### src/shared/sffc_pkg.sv
// Constants, field layout and carrier types for the SPI frame-format block.
// Assumes a byte-wide register port with a two-bit word address.
package sffc_pkg;
  // Register word addresses.
  localparam logic [1:0] ADDR_MODE_CFG = 2'h0;
  localparam logic [1:0] ADDR_TX_DATA = 2'h1;
  localparam logic [1:0] ADDR_RX_DATA = 2'h2;
  localparam logic [1:0] ADDR_STATUS = 2'h3;
  // Bit positions inside spi_mode_config.
  localparam int CFG_IRQ_MODE_BIT = 0;
  localparam int CFG_LSB_FIRST_BIT = 1;
  localparam int CFG_PHASE_BIT = 2;
  localparam int CFG_POLARITY_BIT = 3;
  localparam int CFG_MASTER_BIT = 4;
  localparam int CFG_ENABLE_BIT = 6;
  localparam int CFG_CONT_BIT = 7;
  localparam logic [7:0] MODE_CFG_RESET = 8'h01;
  // Bit positions inside the status word.
  localparam int STAT_TX_FULL_BIT = 1;
  localparam int STAT_RX_FULL_BIT = 4;
  localparam int STAT_RX_OVF_BIT = 5;
  localparam int STAT_BUSY_BIT = 7;
  // Transfer framing.
  localparam int FRAME_BITS = 8;
  localparam logic [3:0] LAST_EDGE = 4'hF;
  localparam logic [7:0] IDLE_FILL = 8'hFF;
  // Master timing, in core clock cycles.
  localparam int HALF_PERIOD_CYCLES = 4;
  localparam int GAP_CYCLES = 8;

  typedef struct packed {
    logic continuous_transfer_enable;
    logic serial_if_enable;
    logic spare;
    logic master_select;
    logic clock_idle_polarity;
    logic clock_sample_phase;
    logic lsb_first_select;
    logic transfer_irq_mode;
  } sffc_cfg_t;

  typedef enum logic [1:0] {
    ST_IDLE = 2'b00,
    ST_RUN = 2'b01,
    ST_GAP = 2'b10
  } sffc_state_t;
endpackage : sffc_pkg

### src/hdl/sffc_core.sv
// SPI frame-format core: mode register, one-byte transmit holding register, receive
// register and an eight-bit shift engine for master and slave roles.
// Assumes a byte-wide register port on the core clock; link pins are asynchronous.
//
// Functional notes
// - Mode bit 4 selects slave or master.
// - Polarity clear: clock idles low, rising first.
// - Polarity set: clock idles high, falling first.
// - Phase clear: sample odd edges, update even.
// - Phase set: update odd edges, sample even.
// - Master bit 1 picks MSB or LSB first.
// - Role, polarity, phase, order reset to zero.
// - Transfer mode bit resets to one.
// - Bit 6 enables the serial interface.
// - Continuous mode keeps select low while data.
`timescale 1ns/10ps
module sffc_core #(
  parameter int HALF_DIV = sffc_pkg::HALF_PERIOD_CYCLES,
  parameter int GAP_LEN = sffc_pkg::GAP_CYCLES
) (
  // Clock and reset
  input wire logic clock,
  input wire logic rstn,
  // Register port
  input wire logic [1:0] reg_addr,
  input wire logic [7:0] reg_wdata,
  input wire logic reg_write,
  input wire logic reg_read,
  output logic [7:0] reg_rdata_q,
  // Configuration seen by the rest of the unit
  output sffc_pkg::sffc_cfg_t cfg_q,
  // Serial clock pin
  input wire logic sclk_in,
  output logic sclk_out_q,
  output logic sclk_oe_q,
  // Slave select pin, active low
  input wire logic ss_n_in,
  output logic ss_n_out_q,
  output logic ss_n_oe_q,
  // Serial data
  input wire logic sdi_in,
  output logic sdo_out_q,
  output logic sdo_oe_q
);
  initial begin
    if (HALF_DIV < 2 || HALF_DIV > 255 || GAP_LEN < 1 || GAP_LEN > 255) begin
      $error("sffc_core: HALF_DIV must be 2..255 and GAP_LEN 1..255");
    end
  end

  sffc_pkg::sffc_state_t state_q;
  logic [7:0] tx_q, sh_q, rx_q;
  logic tx_full_q, rx_full_q, rx_ovf_q, samp_q;
  logic [3:0] edge_q;
  logic [7:0] div_q;
  logic [2:0] sclk_s, ss_s;
  logic [1:0] sdi_s;

  function automatic logic [7:0] shift_in(input logic [7:0] sh, input logic b,
                                          input logic lsbf);
    shift_in = lsbf ? {b, sh[7:1]} : {sh[6:0], b};
  endfunction : shift_in

  // Two flip-flops before use, three for select; the third clock stage only feeds edge detection.
  always_ff @(posedge clock or negedge rstn) begin
    if (!rstn) begin
      sclk_s <= 3'h0;
      ss_s <= 3'h7;
      sdi_s <= 2'h0;
    end else begin
      sclk_s <= {sclk_s[1:0], sclk_in};
      ss_s <= {ss_s[1:0], ss_n_in};
      sdi_s <= {sdi_s[0], sdi_in};
    end
  end

  logic en, master, lsbf, cpha, sdi_b, slave_sel, link_edge, sample_now, shift_now;
  logic last_edge, start, reload, frame_done;
  logic [7:0] rx_result;
  assign en = cfg_q.serial_if_enable;
  assign master = cfg_q.master_select;
  assign lsbf = master & cfg_q.lsb_first_select;
  assign cpha = cfg_q.clock_sample_phase;
  assign sdi_b = sdi_s[1];
  assign slave_sel = ~ss_s[2];
  // Master edges come from the divider; slave edges from the synchronised pin.
  assign link_edge = (state_q == sffc_pkg::ST_RUN) &&
                     (master ? (div_q == 8'(HALF_DIV - 1)) : (sclk_s[2] ^ sclk_s[1]));
  // Edge_q counts from zero, so an even count is an odd-numbered edge.
  assign sample_now = cpha ? edge_q[0] : ~edge_q[0];
  assign shift_now = cpha ? (~edge_q[0] && edge_q != 4'h0) : edge_q[0];
  assign last_edge = link_edge && (edge_q == sffc_pkg::LAST_EDGE);
  assign rx_result = cpha ? shift_in(sh_q, sdi_b, lsbf) : shift_in(sh_q, samp_q, lsbf);
  assign start = en && (state_q == sffc_pkg::ST_IDLE) &&
                 (master ? tx_full_q : slave_sel);
  assign reload = last_edge && (master ? (cfg_q.continuous_transfer_enable && tx_full_q)
                                       : slave_sel);
  assign frame_done = last_edge;

  // Mode register and transmit holding register.
  always_ff @(posedge clock or negedge rstn) begin
    if (!rstn) begin
      cfg_q <= sffc_pkg::sffc_cfg_t'(sffc_pkg::MODE_CFG_RESET);
    end else if (reg_write && reg_addr == sffc_pkg::ADDR_MODE_CFG) begin
      cfg_q <= sffc_pkg::sffc_cfg_t'(reg_wdata);
    end
  end

  always_ff @(posedge clock or negedge rstn) begin
    if (!rstn) begin
      tx_q <= 8'h00;
      tx_full_q <= 1'b0;
    end else if (reg_write && reg_addr == sffc_pkg::ADDR_TX_DATA) begin
      tx_q <= reg_wdata;
      tx_full_q <= 1'b1;
    end else if ((start || reload) && tx_full_q) begin
      tx_full_q <= 1'b0;
    end
  end

  // Receive register; a new byte wins over a clearing read in the same cycle.
  always_ff @(posedge clock or negedge rstn) begin
    if (!rstn) begin
      rx_q <= 8'h00;
      rx_full_q <= 1'b0;
      rx_ovf_q <= 1'b0;
    end else if (frame_done) begin
      rx_q <= rx_result;
      rx_full_q <= 1'b1;
      rx_ovf_q <= rx_ovf_q | (rx_full_q && !(reg_read && reg_addr == sffc_pkg::ADDR_RX_DATA));
    end else if (reg_read && reg_addr == sffc_pkg::ADDR_RX_DATA) begin
      rx_full_q <= 1'b0;
      rx_ovf_q <= 1'b0;
    end
  end

  // Transfer sequencer.
  always_ff @(posedge clock or negedge rstn) begin
    if (!rstn) begin
      state_q <= sffc_pkg::ST_IDLE;
      div_q <= 8'h00;
      edge_q <= 4'h0;
      sh_q <= 8'h00;
      samp_q <= 1'b0;
    end else if (!en) begin
      state_q <= sffc_pkg::ST_IDLE;
      div_q <= 8'h00;
      edge_q <= 4'h0;
    end else begin
      case (state_q)
        sffc_pkg::ST_IDLE: begin
          div_q <= 8'h00;
          edge_q <= 4'h0;
          if (start) begin
            state_q <= sffc_pkg::ST_RUN;
            sh_q <= tx_full_q ? tx_q : sffc_pkg::IDLE_FILL;
          end
        end
        sffc_pkg::ST_RUN: begin
          div_q <= (master && div_q != 8'(HALF_DIV - 1)) ? div_q + 8'h01 : 8'h00;
          if (!master && !slave_sel) begin
            state_q <= sffc_pkg::ST_IDLE;
          end else if (link_edge) begin
            edge_q <= edge_q + 4'h1;
            if (sample_now) begin
              samp_q <= sdi_b;
            end
            if (last_edge) begin
              if (reload) begin
                sh_q <= tx_full_q ? tx_q : sffc_pkg::IDLE_FILL;
              end else begin
                state_q <= master ? sffc_pkg::ST_GAP : sffc_pkg::ST_RUN;
                div_q <= 8'h00;
              end
            end else if (shift_now) begin
              sh_q <= shift_in(sh_q, samp_q, lsbf);
            end
          end
        end
        sffc_pkg::ST_GAP: begin
          div_q <= div_q + 8'h01;
          if (div_q == 8'(GAP_LEN - 1)) begin
            state_q <= sffc_pkg::ST_IDLE;
          end
        end
        default: state_q <= sffc_pkg::ST_IDLE;
      endcase
    end
  end

  // Pin drivers, all registered.
  always_ff @(posedge clock or negedge rstn) begin
    if (!rstn) begin
      sclk_out_q <= 1'b0;
      sclk_oe_q <= 1'b0;
      ss_n_out_q <= 1'b1;
      ss_n_oe_q <= 1'b0;
      sdo_out_q <= 1'b0;
      sdo_oe_q <= 1'b0;
    end else begin
      sclk_oe_q <= en && master;
      ss_n_oe_q <= en && master;
      // The clock rests at the polarity level outside frames and toggles per edge.
      if (state_q == sffc_pkg::ST_RUN && master) begin
        sclk_out_q <= link_edge ? ~sclk_out_q : sclk_out_q;
      end else begin
        sclk_out_q <= cfg_q.clock_idle_polarity;
      end
      ss_n_out_q <= !(en && master && (start || state_q == sffc_pkg::ST_RUN));
      sdo_out_q <= lsbf ? sh_q[0] : sh_q[sffc_pkg::FRAME_BITS - 1];
      sdo_oe_q <= en && (master ? state_q == sffc_pkg::ST_RUN : slave_sel);
    end
  end

  // Register read port: data stand in the cycle after the read strobe.
  always_ff @(posedge clock or negedge rstn) begin
    if (!rstn) begin
      reg_rdata_q <= 8'h00;
    end else if (reg_read) begin
      case (reg_addr)
        sffc_pkg::ADDR_MODE_CFG: reg_rdata_q <= cfg_q;
        sffc_pkg::ADDR_TX_DATA: reg_rdata_q <= tx_q;
        sffc_pkg::ADDR_RX_DATA: reg_rdata_q <= rx_q;
        sffc_pkg::ADDR_STATUS: begin
          reg_rdata_q <= 8'h00;
          reg_rdata_q[sffc_pkg::STAT_BUSY_BIT] <= state_q != sffc_pkg::ST_IDLE;
          reg_rdata_q[sffc_pkg::STAT_RX_OVF_BIT] <= rx_ovf_q;
          reg_rdata_q[sffc_pkg::STAT_RX_FULL_BIT] <= rx_full_q;
          reg_rdata_q[sffc_pkg::STAT_TX_FULL_BIT] <= tx_full_q;
        end
        default: reg_rdata_q <= 8'h00;
      endcase
    end
  end
endmodule : sffc_core

### config.mk
export PLATFORM = sky130hd
export DESIGN_NAME = sffc_core
export DESIGN_NICKNAME = d
export VERILOG_FILES = /design/src/shared/sffc_pkg.sv /design/src/hdl/sffc_core.sv
export SDC_FILE = /design/constraint.sdc
export NUM_CORES = 1
export LEC_CHECK = 0
export BUFFER_PORTS_ARGS = -buffer_cell sky130_fd_sc_hd__buf_2
export CORE_MARGIN = 3
export CORE_UTILIZATION = 30
export DETAILED_ROUTE_END_ITERATION = 7
export PLACE_DENSITY = 0.52
export SLEW_MARGIN = 40
export SYNTH_ARGS = -nofsm -noshare
export SYNTH_HDL_FRONTEND = slang
export SYNTH_SLANG_ARGS = --single-unit
### constraint.sdc
create_clock -name clock -period 4.34 [get_ports clock]
set_input_delay 0.434 -clock clock [delete_from_list [all_inputs] [get_ports clock]]
set_output_delay 0.434 -clock clock [all_outputs]
set_load 0.05 [all_outputs]
==> reports/metrics.cfg <==
[outcome]
outcome = finished clean

[yosys]
avgSynthCellArea_um2 = 11.1
synth.area.top_cells = dfrtp_1, mux2_2, mux2i_1, o21ai_0, dfstp_2
syn_inst = 314
async_reset_ff_frac = 1.00
seq_area_frac_synth = 0.511
ys.flop_type = dfrtp_1
synth_top_cells_by_count = dfrtp_1, mux2_2, nand2_1, o21ai_0, mux2i_1
synth_enable_flop_cells = 0
netlist_area_mm2 = 0.00349
syn-num-nets = 337
synth.most_common_cell = dfrtp_1
yosysTopAreaCellShare = 0.474
ys_types = 45
yosys_warnings = 0
synth_seq_cells = 71
yosysTopAreaCell = dfrtp_1

[clock_tree]
worstSkewPairLatency_ns = 0.33
cts_root_buffer = clkbuf_16
clkSinkCount = 71
cts_resized = 0
cts_buffer_depth = 2
clkTransAtPathRegs_ns = 0.06
ctsHoldBuffers = 0
cts_tree = done
cts_buffers = 9
htree_levels = 3
post_cts_buffers = 0

[route]
via_per_inst = 5.03
via_count = 2490
dr.pass1.iters = 4
drt-total-wl_um = 7900
drc = 0
ant_nets = 0
drt_iter0_markers = 143
wl_per_cell_um = 16.0

[place]
gp_congestion = 0.803
io_buffers = 38
hpwl_um = 5640
dp_worst_setup_slack_ns = 1.62

[setup_path]
worstSetupPathDepth = 7
reg2reg_slack_ns = 1.63
crit_path_end_kind = flip-flop
critPathMaxStageDelay_ns = 0.55
crit_required_ns = 4.55
rr_endpoint = sh_q[1]
cp_common_cell = inv_1
path_cells = inv_1, ha_1, inv_1, nor4_1, nor3_2, and4bb_1, mux2_2
path_max_fanout = 10
critical_path_class = reg2reg
r2r_cells = 7
reg2reg_from = state_q[1]
cp-endpoint = sh_q[1]
cp_top_family = simple AND/OR/NAND/NOR gates
cp_data_arrival_time_ns = 2.93
cp_num_buf_inv = 2
cp-start-kind = flip-flop
cp_slowest_cell = nor4_1
setup.worst_path.start = state_q[1]

[floorplanning]
io_pins = 39
die_w_um = 114
fp.dieH_um = 114
rows = 38
coreArea_mm2 = 0.0111
die_area_mm2 = 0.0129
start_util = 0.315

[timing]
grt_setup_unrepaired = false
setup_viol = 0
slew_viol_final = 0
relSlewSlack = 0.551
fin_crit_sh = 0.625
timing.setup.tns_ns = 0
period_needed_ns = 2.71
fin_hold_ws_ns = 0.104
hold_violations = 0
max_freq_mhz = 368
fin_worst_skew_ns = 0.00903
fin_ws_ns = 1.63
tightest_slew_ns = 0.673

[cells_and_area]
nets = 373
nFillCells = 1108
drive_above_1_share = 0.285
n_antenna_cell = 0
syn2layout_area_growth_pct = 17.8

[global_routing]
grt_use_total = 0.132
overflow = 0
antenna_found_initial = 0
grt_first_pass_wirelength_um = 13200
grt_max_degree = 47
grt_pass1_vias = 2540

[power]
ir_worst_vdd_uv = 286
p_leak_nw = 1.87
power_density_mw_per_mm2 = 568

[min_path]
min_path_type = in2async

[run]
cap_violations = 0

==> layer usage <==
metal / global-route usage / part of all wire / wire [um]
met5: 0 / 0 / 0
met4: 0.0538 / 0.022 / 173
met3: 0.0387 / 0.044 / 344
met2: 0.192 / 0.43 / 3410
met1: 0.184 / 0.50 / 3980
==> worst min path at each step <==
stage,start,to,slack (ns),depth (start not counted)
after floorplan,rstn,cfg_q[1],0.14,0
after global placement,sclk_s[0],sclk_s[1],0.33,0
after detailed placement,sclk_s[0],sclk_s[1],0.34,0
after CTS,rstn,reg_rdata_q[3],0.13,1
after global routing,rstn,reg_rdata_q[3],0.15,1
final,rstn,reg_rdata_q[3],0.10,1
==> logic make-up (layout without fill, tap and decap cells) <==
group                    Yosys count  after routing  share of synthesized area
XOR/XNOR                           3              3                    0.00754
flip-flops                        71             71                      0.511
AO/OA/AOI/OAI                     57             57                     0.0930
AND/OR/NAND/NOR                   99             99                      0.153
multiplexers                      54             54                      0.180
adder cells (fa/ha/maj)            6              6                     0.0215
buffers and inverters             24             65                     0.0334
==> registers in the layout, indices dropped and copies added (netlist names), 2 cells and up <==
register	flops
div_q	8
reg_rdata_q	8
rx_q	8
sh_q	8
tx_q	8
cfg_q	5
edge_q	4
sclk_s	3
ss_s	3
sdi_s	2
state_q	2
==> layout make-up <==
class,instances,area [um^2],share of cell area
flip-flops and latches,71,1780,0.434
multi-input cells,219,1590,0.388
clock buffers,12,267,0.0649
repair buffers,40,205,0.0500
well taps,140,175,0.0426
clock inverters,4,51.3,0.0125
inverters,9,33.8,0.00822
==> power breakdown <==
| group | total (W) | switching [W] | internal [W] |
|---|---|---|---|
| registers | 0.000879 | 0.000103 | 0.000776 |
| clock network | 0.000772 | 0.000279 | 0.000493 |
| logic | 0.000682 | 0.000418 | 0.000264 |
==> per-stage QoR <==
stage / instance area, um^2 / total power [W] / util / cells
4_1_cts: 4100 / 0.00236 / 0.370 / 494
3_3_place_gp: 3780 / 0.00157 / 0.341 / 478
5_1_grt: 4110 / 0.00246 / 0.371 / 495
2_1_floorplan: 3490 / 0.00141 / - / 314
3_5_place_dp: 3780 / 0.00158 / 0.342 / 478
6_report: 4110 / 0.00233 / 0.371 / 495
==> cell usage in the layout, fill, tap and decap left out, types with 2 or more instances in the layout <==
cell and count:
or3_1 3, nor3b_1 5, nor2_1 17, nand2_1 29, a21o_1 5, nand2b_1 5, nor3_1 4, clkbuf_16 9
a21oi_1 15, a31oi_1 4, mux2i_1 21, dfrtp_1 66, mux2_2 29, mux4_2 4, inv_1 8, clkbuf_8 3
buf_4 2, o21ai_0 27, dfstp_2 5, xnor2_1 2, nand3_1 9, and3_1 6, ha_1 6, buf_2 37
nor2b_1 9
No activity file was read; power rests on OpenSTA's default activity.
